`src/rtl/sac_pkg.sv`:
```
// converter control package: register map, field layout, reset values, codes
// assumes a 32-bit apb bus and byte addressing of the register words
package sac_pkg;

  // ----------------------------------------------------------------
  // register offsets (byte addresses)
  // ----------------------------------------------------------------
  localparam logic [7:0] SAC_OFS_STATUS = 8'h3C;
  localparam logic [7:0] SAC_OFS_RESULT = 8'h40;
  localparam logic [7:0] SAC_OFS_CLOCK = 8'h44;
  localparam logic [7:0] SAC_OFS_PORT_DATA = 8'h48;
  localparam logic [7:0] SAC_OFS_PORT_DIR = 8'h4C;
  localparam logic [7:0] SAC_OFS_PIN_READ = 8'h50;

  // ----------------------------------------------------------------
  // field positions and reset values
  // ----------------------------------------------------------------
  localparam int SAC_BIT_DONE = 7;
  localparam int SAC_BIT_IRQ_EN = 6;
  localparam int SAC_BIT_CONT = 5;
  localparam int SAC_BIT_CLK_SRC = 4;
  localparam int SAC_PRESC_LSB = 5;
  localparam logic [7:0] SAC_STATUS_RST = 8'h1F;
  localparam logic [7:0] SAC_CLOCK_RST = 8'h00;
  localparam logic [3:0] SAC_PORT_RST = 4'h0;

  // ----------------------------------------------------------------
  // channel codes and conversion timing
  // ----------------------------------------------------------------
  localparam int SAC_NUM_PORT_CH = 4;
  localparam logic [4:0] SAC_CH_REFH = 5'h1D;
  localparam logic [4:0] SAC_CH_GND = 5'h1E;
  localparam logic [4:0] SAC_CH_OFF = 5'h1F;
  // 9 sample ticks plus 8 bit decisions give 17 converter clocks per result
  localparam logic [3:0] SAC_SAMPLE_TICKS = 4'h9;
  localparam logic [2:0] SAC_MSB_IDX = 3'h7;
  localparam logic [7:0] SAC_MSB_TRIAL = 8'h80;

  typedef struct packed {
    logic done;
    logic irq_en;
    logic cont;
    logic [4:0] chan;
  } sac_ctrl_t;

  typedef struct packed {
    logic [2:0] presc;
    logic bus_clk_sel;
    logic [3:0] rsvd;
  } sac_clkcfg_t;

endpackage : sac_pkg

```
`src/rtl/sac_sar_seq.sv`:
```
// successive-approximation sequencer: sample phase then msb-first decisions
// assumes one-cycle converter ticks and a compare input on the same clock
`timescale 1ns/1ps
`default_nettype none
module sac_sar_seq
  import sac_pkg::*;
(
  // clock and reset
  input wire logic clk,
  input wire logic rst_n,
  // control
  input wire logic tick,
  input wire logic start,
  input wire logic abort,
  // analog front end
  input wire logic cmp_i,
  output logic [7:0] trial_o,
  output logic sample_o,
  // status and result
  output logic busy_o,
  output logic done_o,
  output logic [7:0] result_o
);

  typedef enum logic [1:0] {SAC_IDLE, SAC_SAMPLE, SAC_RESOLVE} sac_seq_state_t;

  sac_seq_state_t state_ff;
  logic [3:0] cnt_ff;
  logic [2:0] bit_ff;
  logic [7:0] sar_ff;
  logic [7:0] kept;

  // keep the trial bit when the input is at or above the trial level
  assign kept = cmp_i ? sar_ff : (sar_ff & ~(8'h01 << bit_ff));

  // ----------------------------------------------------------------
  // sequencing
  // ----------------------------------------------------------------
  always_ff @(posedge clk or negedge rst_n) begin
    if (!rst_n) begin
      state_ff <= SAC_IDLE;
      cnt_ff <= 4'h0;
      bit_ff <= 3'h0;
      sar_ff <= 8'h00;
    end else if (start) begin
      state_ff <= SAC_SAMPLE;
      cnt_ff <= 4'h0;
      sar_ff <= 8'h00;
    end else if (abort) begin
      state_ff <= SAC_IDLE;
    end else if (tick) begin
      case (state_ff)
        SAC_SAMPLE: begin
          cnt_ff <= cnt_ff + 4'h1;
          if (cnt_ff == SAC_SAMPLE_TICKS - 4'h1) begin
            state_ff <= SAC_RESOLVE;
            bit_ff <= SAC_MSB_IDX;
            sar_ff <= SAC_MSB_TRIAL;
          end
        end
        SAC_RESOLVE: begin
          if (bit_ff == 3'h0) begin
            state_ff <= SAC_IDLE;
            sar_ff <= kept;
          end else begin
            sar_ff <= kept | (8'h01 << (bit_ff - 3'h1));
            bit_ff <= bit_ff - 3'h1;
          end
        end
        default: state_ff <= SAC_IDLE;
      endcase
    end
  end

  always_ff @(posedge clk or negedge rst_n) begin
    if (!rst_n) begin
      done_o <= 1'b0;
      result_o <= 8'h00;
    end else begin
      done_o <= !start && !abort && tick && state_ff == SAC_RESOLVE && bit_ff == 3'h0;
      if (!start && !abort && tick && state_ff == SAC_RESOLVE && bit_ff == 3'h0) begin
        result_o <= kept;
      end
    end
  end

  assign trial_o = sar_ff;
  assign sample_o = (state_ff == SAC_SAMPLE);
  assign busy_o = (state_ff != SAC_IDLE);

  a_start_samples: assert property (@(posedge clk) disable iff (!rst_n)
    start |=> state_ff == SAC_SAMPLE && cnt_ff == 4'h0)
    else $error("start did not enter sampling");
  a_done_from_lsb: assert property (@(posedge clk) disable iff (!rst_n)
    done_o |-> $past(state_ff) == SAC_RESOLVE && $past(bit_ff) == 3'h0 && state_ff == SAC_IDLE)
    else $error("done without last bit decision");
  a_result_is_sar: assert property (@(posedge clk) disable iff (!rst_n)
    done_o |-> result_o == sar_ff)
    else $error("result differs from final approximation");

endmodule : sac_sar_seq
`default_nettype wire

```
`src/rtl/sac_top.sv`:
```
// converter control unit: apb registers, channel mux, pin override, flags
// assumes an apb master on pclk and an analog front end answering cmp_i
//
// The APB interface to the registers is this design's own decision.
`timescale 1ns/1ps
`default_nettype none
module sac_top
  import sac_pkg::*;
(
  // apb slave
  input wire logic pclk,
  input wire logic presetn,
  input wire logic psel,
  input wire logic penable,
  input wire logic pwrite,
  input wire logic [7:0] paddr,
  input wire logic [31:0] pwdata,
  output logic [31:0] prdata,
  output logic pready,
  output logic pslverr,
  // clocks and power modes
  input wire logic osc_clk_i,
  input wire logic wait_mode_i,
  input wire logic stop_mode_i,
  // analog front end
  input wire logic cmp_i,
  output logic [4:0] mux_sel_o,
  output logic adc_pwr_o,
  output logic sample_o,
  output logic [7:0] trial_o,
  // shared port pins
  input wire logic [3:0] pin_i,
  output logic [3:0] pin_o,
  output logic [3:0] pin_oe,
  // requests
  output logic cpu_irq_o,
  output logic dma_req_o,
  output logic wake_o
);

  // one-hot port pin taken over by the converter, none when powered off
  function automatic logic [3:0] port_take(input logic [4:0] chan);
    logic [3:0] hot;
    hot = 4'h0;
    if (chan < 5'(SAC_NUM_PORT_CH)) begin
      hot = 4'h1 << chan[1:0];
    end
    return hot;
  endfunction : port_take

  function automatic logic is_reg(input logic [7:0] a);
    return a == SAC_OFS_STATUS || a == SAC_OFS_RESULT || a == SAC_OFS_CLOCK ||
           a == SAC_OFS_PORT_DATA || a == SAC_OFS_PORT_DIR || a == SAC_OFS_PIN_READ;
  endfunction : is_reg

  sac_ctrl_t ctrl_ff;
  sac_clkcfg_t clkcfg_ff;
  logic [3:0] port_data_ff;
  logic [3:0] port_dir_ff;
  logic done_flag_ff;
  logic irq_pend_ff;
  logic resume_ff;
  logic stop_d_ff;
  logic [31:0] prdata_ff;
  logic [2:0] osc_sync_ff;
  logic osc_lvl_ff;
  logic osc_tick_ff;
  logic [3:0] div_cnt_ff;
  logic [3:0] pin_s1_ff;
  logic [3:0] pin_s2_ff;
  logic [3:0] pin_s3_ff;
  logic [3:0] pin_stable_ff;

  logic acc;
  logic wr_status;
  logic rd_result;
  logic src_tick;
  logic conv_tick;
  logic [3:0] div_last;
  logic powered;
  logic start;
  logic abort;
  logic seq_busy;
  logic seq_done;
  logic [7:0] seq_result;
  logic [3:0] taken;
  logic [3:0] pin_read;
  logic [7:0] result_reg;

  // ----------------------------------------------------------------
  // apb slave
  // ----------------------------------------------------------------
  // no wait states: read data is loaded into a flop in the setup phase
  assign acc = psel && penable;
  assign pready = acc;
  assign pslverr = acc && !is_reg(paddr);
  assign prdata = prdata_ff;
  assign wr_status = acc && pwrite && paddr == SAC_OFS_STATUS;
  assign rd_result = acc && !pwrite && paddr == SAC_OFS_RESULT;

  always_ff @(posedge pclk or negedge presetn) begin
    if (!presetn) begin
      prdata_ff <= 32'h0000_0000;
    end else if (psel && !penable && !pwrite) begin
      case (paddr)
        SAC_OFS_STATUS: begin
          // with interrupts on, the completion bit is the request-type select
          prdata_ff <= {24'h00_0000, (ctrl_ff.irq_en ? ctrl_ff.done : done_flag_ff),
                        ctrl_ff.irq_en, ctrl_ff.cont, ctrl_ff.chan};
        end
        SAC_OFS_RESULT: prdata_ff <= {24'h00_0000, result_reg};
        SAC_OFS_CLOCK: prdata_ff <= {24'h00_0000, clkcfg_ff.presc, clkcfg_ff.bus_clk_sel, 4'h0};
        SAC_OFS_PORT_DATA: prdata_ff <= {28'h000_0000, port_data_ff};
        SAC_OFS_PORT_DIR: prdata_ff <= {28'h000_0000, port_dir_ff};
        SAC_OFS_PIN_READ: prdata_ff <= {28'h000_0000, pin_read};
        default: prdata_ff <= 32'h0000_0000;
      endcase
    end
  end

  // ----------------------------------------------------------------
  // control registers
  // ----------------------------------------------------------------
  always_ff @(posedge pclk or negedge presetn) begin
    if (!presetn) begin
      ctrl_ff <= sac_ctrl_t'(SAC_STATUS_RST);
      clkcfg_ff <= sac_clkcfg_t'(SAC_CLOCK_RST);
    end else if (acc && pwrite) begin
      if (paddr == SAC_OFS_STATUS) begin
        ctrl_ff <= sac_ctrl_t'(pwdata[7:0]);
      end
      if (paddr == SAC_OFS_CLOCK) begin
        clkcfg_ff <= sac_clkcfg_t'({pwdata[7:4], 4'h0});
      end
    end
  end

  always_ff @(posedge pclk or negedge presetn) begin
    if (!presetn) begin
      port_data_ff <= SAC_PORT_RST;
      port_dir_ff <= SAC_PORT_RST;
    end else if (acc && pwrite) begin
      if (paddr == SAC_OFS_PORT_DATA) begin
        port_data_ff <= pwdata[3:0];
      end
      if (paddr == SAC_OFS_PORT_DIR) begin
        port_dir_ff <= pwdata[3:0];
      end
    end
  end

  // ----------------------------------------------------------------
  // converter clock: source select and prescaler
  // ----------------------------------------------------------------
  always_ff @(posedge pclk or negedge presetn) begin
    if (!presetn) begin
      osc_sync_ff <= 3'h0;
      osc_lvl_ff <= 1'b0;
      osc_tick_ff <= 1'b0;
    end else begin
      osc_sync_ff <= {osc_sync_ff[1:0], osc_clk_i};
      osc_tick_ff <= 1'b0;
      if (osc_sync_ff[1] == osc_sync_ff[2] && osc_sync_ff[2] != osc_lvl_ff) begin
        osc_lvl_ff <= osc_sync_ff[2];
        osc_tick_ff <= osc_sync_ff[2];
      end
    end
  end

  assign src_tick = clkcfg_ff.bus_clk_sel ? 1'b1 : osc_tick_ff;
  assign div_last = clkcfg_ff.presc[2] ? 4'hF : ((4'h1 << clkcfg_ff.presc[1:0]) - 4'h1);

  always_ff @(posedge pclk or negedge presetn) begin
    if (!presetn) begin
      div_cnt_ff <= 4'h0;
    end else if (start) begin
      div_cnt_ff <= 4'h0;
    end else if (src_tick) begin
      div_cnt_ff <= (div_cnt_ff >= div_last) ? 4'h0 : div_cnt_ff + 4'h1;
    end
  end

  assign conv_tick = src_tick && div_cnt_ff >= div_last;

  // ----------------------------------------------------------------
  // conversion control
  // ----------------------------------------------------------------
  assign powered = ctrl_ff.chan != SAC_CH_OFF;
  assign adc_pwr_o = powered && !stop_mode_i;
  assign mux_sel_o = ctrl_ff.chan;
  // a write lands a cycle before ctrl_ff shows it, so restart from the bus data
  assign start = (wr_status && pwdata[4:0] != SAC_CH_OFF && !stop_mode_i) ||
                 (seq_done && ctrl_ff.cont && !wr_status && !stop_mode_i) ||
                 (stop_d_ff && !stop_mode_i && resume_ff);
  assign abort = stop_mode_i || (wr_status && pwdata[4:0] == SAC_CH_OFF);

  always_ff @(posedge pclk or negedge presetn) begin
    if (!presetn) begin
      stop_d_ff <= 1'b0;
      resume_ff <= 1'b0;
    end else begin
      stop_d_ff <= stop_mode_i;
      if (stop_mode_i && !stop_d_ff) begin
        resume_ff <= powered && (seq_busy || ctrl_ff.cont);
      end else if (wr_status) begin
        // judge the newly written channel, the register still holds the old one
        resume_ff <= pwdata[4:0] != SAC_CH_OFF;
      end
    end
  end

  // wait mode gates nothing here: conversions go on and requests still rise
  sac_sar_seq u_seq (
    .clk(pclk),
    .rst_n(presetn),
    .tick(conv_tick),
    .start(start),
    .abort(abort),
    .cmp_i(cmp_i),
    .trial_o(trial_o),
    .sample_o(sample_o),
    .busy_o(seq_busy),
    .done_o(seq_done),
    .result_o(seq_result)
  );
  assign result_reg = seq_result;

  // ----------------------------------------------------------------
  // completion flag and requests
  // ----------------------------------------------------------------
  always_ff @(posedge pclk or negedge presetn) begin
    if (!presetn) begin
      done_flag_ff <= 1'b0;
    end else if (seq_done && !ctrl_ff.irq_en) begin
      done_flag_ff <= 1'b1;
    end else if (wr_status || rd_result) begin
      done_flag_ff <= 1'b0;
    end
  end

  always_ff @(posedge pclk or negedge presetn) begin
    if (!presetn) begin
      irq_pend_ff <= 1'b0;
    end else if (seq_done && ctrl_ff.irq_en) begin
      irq_pend_ff <= 1'b1;
    end else if (wr_status || rd_result) begin
      irq_pend_ff <= 1'b0;
    end
  end

  // completion bit set with interrupts on steers to a dma request nobody serves
  assign cpu_irq_o = irq_pend_ff && ctrl_ff.irq_en && !ctrl_ff.done;
  assign dma_req_o = irq_pend_ff && ctrl_ff.irq_en && ctrl_ff.done;
  assign wake_o = cpu_irq_o && wait_mode_i;

  // ----------------------------------------------------------------
  // shared port pins
  // ----------------------------------------------------------------
  always_ff @(posedge pclk or negedge presetn) begin
    if (!presetn) begin
      pin_s1_ff <= 4'h0;
      pin_s2_ff <= 4'h0;
      pin_s3_ff <= 4'h0;
      pin_stable_ff <= 4'h0;
    end else begin
      pin_s1_ff <= pin_i;
      pin_s2_ff <= pin_s1_ff;
      pin_s3_ff <= pin_s2_ff;
      pin_stable_ff <= (pin_s2_ff & ~(pin_s2_ff ^ pin_s3_ff)) |
                       (pin_stable_ff & (pin_s2_ff ^ pin_s3_ff));
    end
  end

  assign taken = port_take(ctrl_ff.chan);

  genvar gi;
  generate
    for (gi = 0; gi < SAC_NUM_PORT_CH; gi++) begin : g_pin
      assign pin_o[gi] = port_data_ff[gi];
      assign pin_oe[gi] = port_dir_ff[gi] && !taken[gi];
      assign pin_read[gi] = port_dir_ff[gi] ? port_data_ff[gi] :
                            (taken[gi] ? 1'b0 : pin_stable_ff[gi]);
    end
  endgenerate

  // ----------------------------------------------------------------
  // checks
  // ----------------------------------------------------------------
  a_write_restarts: assert property (@(posedge pclk) disable iff (!presetn)
    wr_status && pwdata[4:0] != SAC_CH_OFF && !stop_mode_i |=> seq_busy)
    else $error("control write did not start a conversion");
  a_off_idles: assert property (@(posedge pclk) disable iff (!presetn)
    ctrl_ff.chan == SAC_CH_OFF && !$past(seq_done) |-> !seq_busy && !adc_pwr_o)
    else $error("converter active while powered off");
  a_flag_on_done: assert property (@(posedge pclk) disable iff (!presetn)
    seq_done && !ctrl_ff.irq_en |=> done_flag_ff)
    else $error("done flag not set at end of conversion");
  a_flag_clear: assert property (@(posedge pclk) disable iff (!presetn)
    done_flag_ff && rd_result && !seq_done |=> !done_flag_ff)
    else $error("done flag not cleared by result read");
  a_irq_kind: assert property (@(posedge pclk) disable iff (!presetn)
    seq_done && ctrl_ff.irq_en |=> (cpu_irq_o != ctrl_ff.done) && (dma_req_o == ctrl_ff.done))
    else $error("wrong request type after conversion");
  a_stop_aborts: assert property (@(posedge pclk) disable iff (!presetn)
    stop_mode_i |=> !seq_busy && !seq_done)
    else $error("conversion survived stop mode");
  a_pin_forced: assert property (@(posedge pclk) disable iff (!presetn)
    taken != 4'h0 |-> (pin_oe & taken) == 4'h0)
    else $error("selected pin still driven by port");
  a_single_shot: assert property (@(posedge pclk) disable iff (!presetn)
    seq_done && !ctrl_ff.cont && !wr_status && !stop_d_ff |=> !seq_busy)
    else $error("single mode converted again");
  a_cont_restart: assert property (@(posedge pclk) disable iff (!presetn)
    seq_done && ctrl_ff.cont && !wr_status && !stop_mode_i |=> seq_busy)
    else $error("continuous mode did not restart");
  a_irq_clear: assert property (@(posedge pclk) disable iff (!presetn)
    irq_pend_ff && (wr_status || rd_result) && !seq_done |=> !cpu_irq_o && !dma_req_o)
    else $error("request not dropped by result read or control write");
  a_wake_in_wait: assert property (@(posedge pclk) disable iff (!presetn)
    seq_done && ctrl_ff.irq_en && !ctrl_ff.done && wait_mode_i |=> wake_o)
    else $error("conversion end did not wake from wait");
  a_prescale_gap: assert property (@(posedge pclk) disable iff (!presetn)
    conv_tick && clkcfg_ff.bus_clk_sel && clkcfg_ff.presc == 3'h3 |=> !conv_tick [*7])
    else $error("converter tick faster than divide by eight");
  a_pin_read_forced: assert property (@(posedge pclk) disable iff (!presetn)
    taken != 4'h0 |-> (pin_read & taken) == (port_dir_ff & port_data_ff & taken))
    else $error("converter pin read not forced");

endmodule : sac_top
`default_nettype wire

```
`config.mk`:
```
export PLATFORM = sky130hd
export DESIGN_NAME = sac_top
export DESIGN_NICKNAME = d
export VERILOG_FILES = /design/src/rtl/sac_pkg.sv /design/src/rtl/sac_sar_seq.sv /design/src/rtl/sac_top.sv
export SDC_FILE = /design/constraint.sdc
export NUM_CORES = 1
export LEC_CHECK = 0
export BUFFER_PORTS_ARGS = -buffer_cell sky130_fd_sc_hd__buf_2
export CAP_MARGIN = 20
export CORE_MARGIN = 3
export CORE_UTILIZATION = 33
export CTS_CLUSTER_SIZE = 10
export DETAILED_ROUTE_END_ITERATION = 16
export GPL_ROUTABILITY_DRIVEN = 0
export HOLD_SLACK_MARGIN = 0.08
export PLACE_DENSITY = 0.61
export SLEW_MARGIN = 10
export SYNTH_ARGS = -nofsm -noshare
export SYNTH_HDL_FRONTEND = slang
export SYNTH_SLANG_ARGS = --single-unit
```
`constraint.sdc`:
```
create_clock -name pclk -period 6.9 [get_ports pclk]
set_clock_uncertainty 0.15 [all_clocks]
set_input_delay 0.69 -clock pclk [delete_from_list [all_inputs] [get_ports pclk]]
set_output_delay 0.69 -clock pclk [all_outputs]
set_load 0.1 [all_outputs]
```
======== Word level (Yosys, flattened, before mapping) ========
Index checks and enable logic that the tools add are counted.
word-level totals
  bits in registers ....................... 107
  input port bits ......................... 53
  output and inout bits ................... 60
  word-level logic and storage cells ...... 187
cells by class
  add/sub/neg operators ................... 4
  order comparisons ....................... 2
  equal/unequal tests ..................... 20
  shifts and indexed selects .............. 4
  mux-type cells .......................... 42
  bitwise operators ....................... 10
  reductions and logical operators ........ 78
operators with widths
  kind                   number
  $mux W8                6
  $pmux W8 S6            1
  $eq A8 B7 Y1 const B   5
  $mux W4                9
  $logic_and A1 B1 Y1    35
  $mux W1                16
  $pmux W8 S2            1
  $reduce_bool A2 Y1     8
  $shl A1 B3 Y8 const A  2
  $logic_not A1 Y1       14
  $logic_or A1 B1 Y1     10
  $mux W2                5
  $ne A5 B5 Y1 const B   2
  $add A4 B1 Y4 const B  2
  $and A4 B4 Y4          2
  $and A8 B8 Y8          1
  $eq A8 B6 Y1 const B   1
  $ne A4 B1 Y1 const B   2
  $not A8 Y8             1
  $or A8 B8 Y8           1
  $reduce_and A2 Y1      4
  $shl A1 B2 Y4 const A  2
  $mux W3                2
  $pmux W3 S2            1
  23 further kinds       27

======== Logic depth before layout (Yosys ltp) ========
Gate-level depths: netlist (run 1).
  word-level depth ........................ 13
  mapped depth ............................ 9
  gate-level depth less buffers ........... 7

======== By module ========
A second synthesis (run 1) with hierarchy kept.
unflattened totals
  cells, all modules ...................... 417
  area, all modules ....................... 4483.0 um^2
by module, submodules not included
  module       instances  cells an instance  area an instance (um^2)  sequential area each (um^2)
  sac_top      1          274                2961.6                   1432.6
  sac_sar_seq  1          143                1521.5                   650.6

======== Least setup slack after synthesis (run 1) ========
OpenSTA, ideal clock, no wires.
  path type ............................... reg2out
  start point ............................. register ctrl_ff[6] (netlist name)
  end point ............................... output wake_o
  arrival time ............................ 2656 ps
  required time ........................... 6060 ps
  path slack .............................. 3404 ps
  stages on the path, launching flop included .. 4
  path buffers ............................ 0
  cells stage by stage .................... dfrtp_1 nand2_1 nor2_1 and2_1
on the way
  longest elaborated chain between the ends .. 3
ends and longest elaborated chain
  element                            line            source
  start, declared                    sac_top.sv:56   sac_ctrl_t ctrl_ff;
  start signal, assigned             sac_top.sv:126  ctrl_ff <= sac_ctrl_t'(SAC_STATUS_RST);
  start signal, assigned             sac_top.sv:130  ctrl_ff <= sac_ctrl_t'(pwdata[7:0]);
  $logic_and A1 B1 Y1 (2 in series)  sac_top.sv:252  assign cpu_irq_o = irq_pend_ff && ctrl_ff.irq_en && !ctrl_ff.done;
  net cpu_irq_o                      sac_top.sv:36   output logic cpu_irq_o,
  $logic_and A1 B1 Y1                sac_top.sv:254  assign wake_o = cpu_irq_o && wait_mode_i;
  end, declared                      sac_top.sv:38   output logic wake_o
The timed path passes the listed nets, and every way through them passes these cells.

======== Worst setup path after layout (run 1) ========
  start point ............................. register clkcfg_ff[7] (netlist name)
  end point ............................... register u_seq.bit_ff[1]
on the way
  longest elaborated chain between the ends .. 4
ends and longest elaborated chain
  element                             line               source
  start, declared                     sac_top.sv:57      sac_clkcfg_t clkcfg_ff;
  start signal, assigned              sac_top.sv:127     clkcfg_ff <= sac_clkcfg_t'(SAC_CLOCK_RST);
  start signal, assigned              sac_top.sv:133     clkcfg_ff <= sac_clkcfg_t'({pwdata[7:4], 4'h0});
  $mux W4                             sac_top.sv:171     assign div_last = clkcfg_ff.presc[2] ? 4'hF : ((4'h1 << clkcfg_ff.presc[1:0]) - 4'h1);
  $ge A4 B4 Y1                        sac_top.sv:183     assign conv_tick = src_tick && div_cnt_ff >= div_last;
  $logic_and A1 B1 Y1                 sac_top.sv:183
  $reduce_and A6 Y1 (no source line)  n/a
  end signal, assigned                sac_sar_seq.sv:67  bit_ff <= bit_ff - 3'h1;
  end, declared                       sac_sar_seq.sv:29  logic [2:0] bit_ff;
No other way between the ends.
A chain may end at the register's enable or synchronous reset.

==> summary.md, run 1 <==
| Metric | Value |
|---|---|
| Status | `finished clean` |
| Area growth from synthesis to layout | `15.80%` |
| CTS resizes | `0` |
| Critical path capture point type | `flop` |
| Largest net degree at the start of global routing | `84` |
| Rel. slew slack | `52.34%` |
| Synth top area share | `44.42%` |
| Worst hold path class | `input pin to async pin` |
| Met2 global-route usage | `20.28%` |
| Via count | `3286` |
| Critical path class | `flop to flop` |
| Met1 Use GR | `19.79%` |
| Final Cycle Share | `47.62%` |
| Cell count after synthesis | `415` |
| Most numerous cell in the Yosys netlist | `dfrtp_1` |
| H-Tree Depth | `3` |
| Lkg Pwr | `2.365 nW` |
| Die Height | `121.4 um` |
| Most common flop cell mapped by yosys | `dfrtp_1` |
| Max Cap Violations | `0` |
| Latest clock arrival within the worst-skew pair | `0.33 ns` |
| DRT Pass-1 Iters | `5` |
| Total core area | `12820 sq um` |
| CP required | `6.96 ns` |
| RSZ-0062 raised after global routing | `no` |
| Post-DP HPWL | `7222 um` |
| Via density | `5.055` |
| Placed Instances | `633` |
| Starting Density | `34.26%` |
| Share of cells above drive strength 1 | `25.94%` |
| Post-synth EDFFs | `0` |
| Wirelength per Cell | `15.21 um` |
| PortBufs | `64` |
| Fin cells | `650` |
| Post-synth ARST share | `100.0%` |
| Slew @ Worst Pin | `0.7090 ns` |
| Final hold vios | `0` |
| Fmax | `0.3044 GHz` |
| Warnings, synthesis | `0` |
| Arr. time, crit path | `3.34 ns` |
| Drc violations | `0` |
| Critical Path Fanout Max | `17` |
| Synth area leaders | `dfrtp_1 (44%), mux2_2 (7.2%), buf_4 (5.0%)` |
| Setup Fix Bufs, Post-CTS | `0` |
| Die area | `14740 sq um` |
| First DRT Iteration DRCs | `228` |
| Reg clk slew, reported paths | `0.07 ns` |
| Setup TNS | `0 ns` |
| Met3 Track Usage GR | `3.030%` |
| Row cnt | `41` |
| Die X | `121.4 um` |
| Mapped Area | `4394 sq um` |
| First-pass GRT wire length | `16010 um` |
| Initial antenna violation count | `0` |
| Root buffer cell | `clkbuf_16` |
| Cts bufs inserted | `9` |
| Yosys top cell by area | `dfrtp_1` |
| Critical Path Start Type | `flop` |
| Gr usage total | `13.58%` |
| Cts hold-fix bufs | `0` |
| Final setup violating endpoints | `0` |
| Clock Sink Count | `83` |
| Final min period | `3.286 ns` |
| Grt peak-use layer | `met2` |
| I/O Pins | `113` |
| Syn Area/Cell | `10.59 sq um` |
| Sequential cell area fraction in the yosys report | `47.41%` |
| Synth unique cells | `58` |
| Routed wire length | `9887 um` |
| Slew Viols, Final | `0` |
| Max Root-Sink Buffers | `2` |
| Pwr Density | `261.2 nW/um^2` |
| Final ANT Viol Nets | `0` |
| Vias in the first global route | `3188` |
| Synth cell count leaders | `dfrtp_1 (78), nand2_1 (35), buf_4 (29)` |
| Worst vdd ir | `0.1183 mV` |
| N_diodes | `0` |
| NumNets Final | `542` |
| Global route overflow | `0` |
| TritonCTS clock tree | `done` |
| Register bit total from synthesis | `83` |
[cells by family after synthesis]
group	count (synthesis)	synth area share, %
other	1	0.08534
adder cells (fa/ha/maj)	21	5.695
multiplexers	32	8.087
AO/OA/AOI/OAI	93	14.38
AND/OR/NAND/NOR	120	15.55
flip-flops	83	47.41
buffers and inverters	62	8.200
XOR/XNOR	3	0.5981
[layout make-up]
cell class | instances | area (sq um)
clock buffer | 11 | 242.7
multi-input combinational | 293 | 2037
clock inverter | 5 | 85.08
inverter | 20 | 75.07
timing repair buffer | 66 | 350.3
fill | 1247 | 7736
sequential | 83 | 2083
tap | 172 | 215.2
[layout by cell type, fill, tap and decap left out, types with 4 or more instances in the layout]
| cell | netlist | layout |
|---|---|---|
| conb_1 | 1 | 24 |
| and2_1 | 6 | 6 |
| nand3_1 | 9 | 9 |
| nand2_1 | 35 | 35 |
| ha_1 | 16 | 16 |
| and3_1 | 6 | 6 |
| buf_2 | 3 | 63 |
| nor2_1 | 23 | 23 |
| or3_1 | 5 | 5 |
| a222oi_1 | 5 | 5 |
| a21boi_0 | 6 | 6 |
| maj3_1 | 5 | 5 |
| nor3_1 | 8 | 8 |
| a31oi_1 | 9 | 9 |
| inv_1 | 20 | 20 |
| dfrtp_1 | 78 | 78 |
| mux2_2 | 28 | 28 |
| clkbuf_16 | 0 | 9 |
| o21a_1 | 4 | 4 |
| a21oi_1 | 23 | 23 |
| or4_1 | 4 | 4 |
| mux2i_1 | 4 | 4 |
| o21ai_0 | 18 | 18 |
| dfstp_2 | 5 | 5 |
[per-layer routing]
layer,vias to the layer above,part of all wire (%)
li1,1576,-
met1,1588,48
met2,113,44
met3,9,6.8
met4,0,0.93
met5,-,0
[state kept, by name, indices dropped and copies added (netlist names), 2 cells and up, named ones only]
register	flops
u_seq.trial_o	8
pin_s2_ff	4
prdata	8
clkcfg_ff	4
osc_sync_ff	3
u_seq.cnt_ff	4
pin_o	4
mux_sel_o	5
pin_s3_ff	4
u_seq.state_ff	2
u_seq.bit_ff	3
u_seq.result_o	8
port_dir_ff	4
div_cnt_ff	4
ctrl_ff	3
pin_s1_ff	4
[power by group]
part           internal [mW]  leakage, nW  switching (mW)
clock network          0.329        0.156           0.191
logic                 0.0599         1.14           0.208
registers              0.515         1.06          0.0254
total                  0.904         2.37           0.425
[metrics by stage]
| stage | power (mW) | instance area, sq um | worst slack, ns | utilization, % | hold WS, ns |
|---|---|---|---|---|---|
| final | 1.329 | 5089 | 3.614 | 39.68 | 0.1928 |
| after global routing | 1.387 | 5089 | 3.417 | 39.68 | 0.2044 |
| after CTS | 1.340 | 5069 | 3.606 | 39.52 | 0.1981 |
| after detailed placement | 0.8133 | 4741 | 3.647 | 36.97 | 0.1855 |
| after global placement | 0.8069 | 4741 | 3.761 | 36.97 | 0.1810 |
| after floorplan | 0.7631 | 4481 | 3.404 | - | 0.1812 |
[critical path, cell delays in order (launching register included)]
cell and delay, ns:
dfrtp_1 0.43, or3_1 0.39, ha_1 0.28, nand2b_1 0.14, a2111oi_1 0.66, or3_1 0.60
nor4_1 0.20, mux2_2 0.31
[final timing paths]
| check | from | endpoint | slack (ns) | depth (start not counted) |
|---|---|---|---|---|
| worst max-delay path | clkcfg_ff[7]$_DFFE_PN0P_ | u_seq.bit_ff[1]$_DFFE_PN0P_ | 3.61 | 7 |
| worst min-delay path | presetn | pin_s2_ff[2]$_DFF_PN0_ | 0.19 | 1 |
| worst max register to register | clkcfg_ff[7]$_DFFE_PN0P_ | u_seq.bit_ff[1]$_DFFE_PN0P_ | 3.61 | 7 |
| worst min register to register | pin_s1_ff[1]$_DFF_PN0_ | pin_s2_ff[1]$_DFF_PN0_ | 0.20 | 0 |
| max in group asynchronous | presetn | mux_sel_o[0]$_DFFE_PN1P_ | 5.72 | 2 |
| min in group pclk | pin_s1_ff[1]$_DFF_PN0_ | pin_s2_ff[1]$_DFF_PN0_ | 0.20 | 0 |
Power figures use the tool's default switching activity.
==> run 2, diff against run 1 <==
==> constraint.sdc (replaced) <==
create_clock -name pclk -period 3.35 [get_ports pclk]
set_clock_uncertainty 0.15 [all_clocks]
set_input_delay 0.335 -clock pclk [delete_from_list [all_inputs] [get_ports pclk]]
set_output_delay 0.335 -clock pclk [all_outputs]
set_load 0.1 [all_outputs]
==> summary.md, run 2 (same netlist as run 1, synthesis figures left out) <==
| Metric | Value |
|---|---|
| Root buffer cell | `clkbuf_16` |
| Final setup violating endpoints | `0` |
| Setup TNS | `0 ns` |
| Max Cap Violations | `0` |
| Gr usage total | `13.85%` |
| RSZ-0062 raised after global routing | `no` |
| H-Tree Depth | `3` |
| Latest clock arrival within the worst-skew pair | `0.33 ns` |
| Die area | `14740 sq um` |
| CP peak stage delay | `0.55 ns` |
| WP buf/inv | `0` |
| N_diodes | `0` |
| PortBufs | `64` |
| Arr. time, crit path | `3.07 ns` |
| Rel. slew slack | `46.58%` |
| Final Cycle Share | `89.81%` |
| Largest net degree at the start of global routing | `84` |
| Hold Path End | `stop_d_ff$_DFF_PN0_` |
| Fmax | `0.3324 GHz` |
| WHS Path Cells | `1` |
| Area growth from synthesis to layout | `18.08%` |
| Status | `finished clean` |
| Cts bufs inserted | `9` |
| Multi-input logic area | `2037 sq um` |
| Worst hold slack | `0.1051 ns` |
| Reg clk slew, reported paths | `0.06 ns` |
| Commonest non-fill, non-tap cell in the layout | `dfrtp_1` |
| Share of cells above drive strength 1 | `26.28%` |
| Final hold vios | `0` |
| Worst hold path class | `input pin to flop` |
| Lkg Pwr | `2.413 nW` |
| Worst path top cell family by delay | `simple AND/OR/NAND/NOR gates` |
| Worst vdd ir | `0.2679 mV` |
| NumNets Final | `551` |
| Final ANT Viol Nets | `0` |
| Final min period | `3.009 ns` |
| Critical path class | `flop to flop` |
| Register Area | `2083 sq um` |
| Clock Sink Count | `83` |
| Global route overflow | `0` |
| First-pass GRT wire length | `16420 um` |
| Most frequent cells in the layout | `dfrtp_1 (78), buf_2 (63), nand2_1 (35)` |
| Max Root-Sink Buffers | `2` |
| Slowest CP cell | `nor4_1` |
| Drc violations | `0` |
| CP required | `3.41 ns` |
| DRT Pass-1 Iters | `7` |
| Routed wire length | `10240 um` |
| Vias in the first global route | `3231` |
| Wirelength per Cell | `15.54 um` |
| Critical path capture point type | `flop` |
| FILL cells | `1236` |
| Critical Path Start Type | `flop` |
| Crit Reg-Reg Startpoint | `clkcfg_ff[7]$_DFFE_PN0P_` |
| Power, Total | `2.760 mW` |
| Die Height | `121.4 um` |
| Slew Viols, Final | `0` |
| First DRT Iteration DRCs | `277` |
| Critical Path, Cell by Cell | `or3_1, ha_1, nand2b_1, a2111oi_1, or3_1, nor4_1, mux2_2` |
| Via density | `5.143` |
| Row cnt | `41` |
| Critical R2R Capture | `u_seq.bit_ff[1]$_DFFE_PN0P_` |
| Critical Path Fanout Max | `6` |
| Starting Density | `34.26%` |
| Most used cell along the critical path | `or3_1` |
| Total core area | `12820 sq um` |
| Die X | `121.4 um` |
| TritonCTS clock tree | `done` |
| Pwr Density | `531.9 nW/um^2` |
| Slew @ Worst Pin | `0.7947 ns` |
| Via count | `3389` |
| I/O Pins | `113` |
| Initial antenna violation count | `0` |
| Reg2Reg Depth | `7` |
| Hold path startpoint | `stop_mode_i` |
| Post-DP HPWL | `7311 um` |
| R2R Setup Slk | `0.34 ns` |
run 2: changes by cell type in the layout (fill, tap and decap cells not counted):
| cell | previous run | this run |
|---|---|---|
| dlygate4sd3_1 | 0 | 6 |
| buf_4 | 2 | 5 |
| buf_12 | 1 | 0 |
| buf_16 | 0 | 1 |
| clkbuf_1 | 1 | 0 |
| clkbuf_8 | 1 | 2 |
| clkinv_4 | 1 | 2 |
| inv_6 | 1 | 0 |
run 2: final cells by class:
| cell class | instances | share of cell area (%) |
|---|---|---|
| sequential | 83 | 40.15 |
| timing repair buffer | 75 | 8.488 |
| multi-input combinational | 293 | 39.26 |
| inverter | 20 | 1.447 |
| tap | 172 | 4.148 |
| clock buffer | 11 | 4.871 |
| clock inverter | 5 | 1.640 |
run 2: metal layers:
layer	global-route usage, %	share of wire, %	up-vias
li1	-	-	1585
met2	20.52	44	148
met3	4.009	8.0	10
met4	3.922	1.0	0
met5	0	0	-
met1	19.68	47	1646
run 2: metrics by stage:
step / worst slack [ns] / utilization [%] / cell area, sq um / instances
2_1_floorplan: 0.2093 / - / 4481 / 438
5_1_grt: 0.004574 / 40.46 / 5189 / 659
3_3_place_gp: 0.3648 / 37.14 / 4763 / 636
6_report: 0.3414 / 40.46 / 5189 / 659
4_1_cts: 0.3147 / 40.17 / 5151 / 657
3_5_place_dp: 0.3369 / 37.14 / 4763 / 636
run 2: how the worst max path moves through the flow:
stage                                  start                           end  slack (ns)  cells after the start
global route        clkcfg_ff[7]$_DFFE_PN0P_  u_seq.trial_o[3]$_DFFE_PN0P_       0.005                      8
floorplan             ctrl_ff[6]$_DFFE_PN0P_                        wake_o        0.21                      3
global placement    clkcfg_ff[7]$_DFFE_PN0P_  u_seq.trial_o[3]$_DFFE_PN0P_        0.36                      8
CTS                 clkcfg_ff[7]$_DFFE_PN0P_   u_seq.bit_ff[1]$_DFFE_PN0P_        0.31                      7
finish              clkcfg_ff[7]$_DFFE_PN0P_   u_seq.bit_ff[1]$_DFFE_PN0P_        0.34                      7
detailed placement  clkcfg_ff[7]$_DFFE_PN0P_   u_seq.bit_ff[1]$_DFFE_PN0P_        0.34                      7
run 2: timing repair:
item                      in CTS  in global routing
hold buffers                   5                  1
gates resized for setup        0                  0
hold endpoints to repair       5                 25
setup buffers                  0                  0
run 2: power breakdown:
| part | total, mW | internal [mW] | leakage [nW] | switching [mW] |
|---|---|---|---|---|
| sequential | 1.11 | 1.06 | 1.06 | 0.0527 |
| clock | 1.09 | 0.696 | 0.162 | 0.392 |
| combinational | 0.559 | 0.129 | 1.19 | 0.430 |
run 2: worst reg2reg max path, stage by stage, from the launching register on:
cell and delay, ns:
dfrtp_1 0.43, or3_1 0.40, ha_1 0.27, nand2b_1 0.09, a2111oi_1 0.11, or3_1 0.49, nor4_1 0.55, mux2_2 0.40
==> run 3, diff against run 2 <==
--- a/config.mk
+++ b/config.mk
@@ -7,13 +7,15 @@
 export LEC_CHECK = 0
 export BUFFER_PORTS_ARGS = -buffer_cell sky130_fd_sc_hd__buf_2
 export CAP_MARGIN = 20
+export CELL_PAD_IN_SITES_DETAIL_PLACEMENT = 0
+export CELL_PAD_IN_SITES_GLOBAL_PLACEMENT = 1
 export CORE_MARGIN = 3
 export CORE_UTILIZATION = 33
 export CTS_CLUSTER_SIZE = 10
 export DETAILED_ROUTE_END_ITERATION = 16
 export GPL_ROUTABILITY_DRIVEN = 0
 export HOLD_SLACK_MARGIN = 0.08
-export PLACE_DENSITY = 0.61
+export PLACE_DENSITY = 0.74
 export SLEW_MARGIN = 10
 export SYNTH_ARGS = -nofsm -noshare
 export SYNTH_HDL_FRONTEND = slang
==> summary.md, run 3 (same netlist as run 1, synthesis figures left out) <==
| Metric | Value |
|---|---|
| Status | `finished clean` |
| Fmax | `0.3279 GHz` |
| First-pass GRT wire length | `16590 um` |
| Arr. time, crit path | `3.13 ns` |
| Wirelength per Cell | `15.45 um` |
| Root buffer cell | `clkbuf_16` |
| Cts bufs inserted | `9` |
| Die X | `121.4 um` |
| CTS resizes | `0` |
| Reg clk slew, reported paths | `0.06 ns` |
| Power, Total | `2.646 mW` |
| Worst vdd ir | `0.2200 mV` |
| Critical path capture point type | `flop` |
| Critical Path Start Type | `flop` |
| Starting Density | `34.26%` |
| Register Area | `2083 sq um` |
| Rel. slew slack | `53.74%` |
| Hold path startpoint | `stop_mode_i` |
| Lkg Pwr | `2.397 nW` |
| Metal1 wirelength | `5040 um` |
| RSZ-0062 raised after global routing | `no` |
| WP buf/inv | `1` |
| Worst path top cell family by delay | `simple AND/OR/NAND/NOR gates` |
| Critical path class | `flop to flop` |
| Final ANT Viol Nets | `0` |
| Latest clock arrival within the worst-skew pair | `0.33 ns` |
| Pwr Density | `514.1 nW/um^2` |
| CP peak stage delay | `0.66 ns` |
| FILL cells | `1259` |
| Final hold vios | `0` |
| Multi-input logic area | `2037 sq um` |
| Slowest CP cell | `a2111oi_1` |
| Max Cap Violations | `0` |
| Final setup violating endpoints | `0` |
| CP startpoint | `clkcfg_ff[7]$_DFFE_PN0P_` |
| Slew Viols, Final | `0` |
| Area growth from synthesis to layout | `17.11%` |
| Max Root-Sink Buffers | `2` |
| Die area | `14740 sq um` |
| Largest net degree at the start of global routing | `84` |
| Met2 routed WL | `4449 um` |
| Via density | `5.006` |
| DRT Pass-1 Iters | `7` |
| N_diodes | `0` |
| Row cnt | `41` |
| Finished Core Util | `40.13%` |
| Worst hold path class | `input pin to flop` |
| Drc violations | `0` |
| Share of cells above drive strength 1 | `26.08%` |
| Vias in the first global route | `3218` |
| Via count | `3299` |
| First DRT Iteration DRCs | `199` |
| Commonest non-fill, non-tap cell in the layout | `dfrtp_1` |
| Most used cell along the critical path | `or3_1` |
| Slew @ Worst Pin | `0.6882 ns` |
| Initial antenna violation count | `0` |
| Global route overflow | `0` |
| Worst slack at placement | `0.3393 ns` |
| Routed wire length | `10180 um` |
| Max Used Layer | `met4` |
| Crit Reg-Reg Startpoint | `clkcfg_ff[7]$_DFFE_PN0P_` |
| NumNets Final | `551` |
| Critical Path Fanout Max | `13` |
| H-Tree Depth | `3` |
| TritonCTS clock tree | `done` |
| Most frequent cells in the layout | `dfrtp_1 (78), buf_2 (63), nand2_1 (35)` |
| CP required | `3.43 ns` |
| Final min period | `3.050 ns` |
| Worst setup margin | `0.2998 ns` |
| Critical Path, Cell by Cell | `or3_1, ha_1, nand2b_1, a2111oi_1, or3_1, buf_4, nor2_1, a211oi_1` |
| PortBufs | `64` |
| Total core area | `12820 sq um` |
| Clock Sink Count | `83` |
| Post-DP HPWL | `7502 um` |
| Die Height | `121.4 um` |
| Metal3 WL | `597 um` |
| Final Cycle Share | `91.05%` |
| I/O Pins | `113` |
| Setup TNS | `0 ns` |
| Gr usage total | `14.13%` |
run 3: cell count changes in the layout (fill, tap and decap cells not counted):
cell and change:
clkbuf_1 +1, bufinv_16 -1, clkinv_2 +3, clkinv_4 -2
clkbuf_8 -1
run 3: worst reg2reg max path, cell delays in order (launching register included):
cell and delay, ns:
dfrtp_1 0.43, or3_1 0.40, ha_1 0.27, nand2b_1 0.14, a2111oi_1 0.66, or3_1 0.35
buf_4 0.24, nor2_1 0.08, a211oi_1 0.23
run 3: report_power, final:
group          leakage, nW  switching, mW  internal (mW)  total [mW]
registers             1.06         0.0513           1.06        1.11
logic                 1.19          0.429          0.130       0.559
clock network        0.145          0.381          0.594       0.975
total                 2.40          0.861           1.78        2.65
run 3: layer usage:
metal  global-route usage, %  vias up
met5                       0        -
met4                   3.151        0
met3                   4.056        8
met2                   20.45       96
met1                   20.86     1601
li1                        -     1594
run 3: repair_timing:
action                                 CTS  global route
hold buffers                             5             1
endpoints found under the hold margin    5            27
setup buffers                            0             0
run 3: metrics by stage:
step | area (sq um) | cells | hold WS, ns
finish | 5146 | 659 | 0.1086
global route | 5146 | 659 | 0.09383
CTS | 5109 | 657 | 0.08453
detailed placement | 4763 | 636 | 0.1847
global placement | 4763 | 636 | 0.1831
floorplan | 4481 | 438 | -0.1106
run 3: final cells by class:
cell class / count / share of cell area, %
sequential: 83 / 40.48
multi-input combinational: 293 / 39.58
timing repair buffer: 75 / 8.558
clock buffer: 11 / 4.717
tap: 172 / 4.182
inverter: 20 / 1.459
clock inverter: 5 / 1.021
run 3: worst paths after layout:
kind / end / slack (ns) / depth (start not counted)
max: u_seq.trial_o[0]$_DFFE_PN0P_ / 0.30 / 8
min: stop_d_ff$_DFF_PN0_ / 0.11 / 1
max reg2reg: u_seq.trial_o[0]$_DFFE_PN0P_ / 0.30 / 8
min reg2reg: pin_s2_ff[3]$_DFF_PN0_ / 0.20 / 0
max in group asynchronous: mux_sel_o[4]$_DFFE_PN1P_ / 2.05 / 3
min in group asynchronous: prdata[3]$_DFFE_PN0P_ / 0.34 / 2
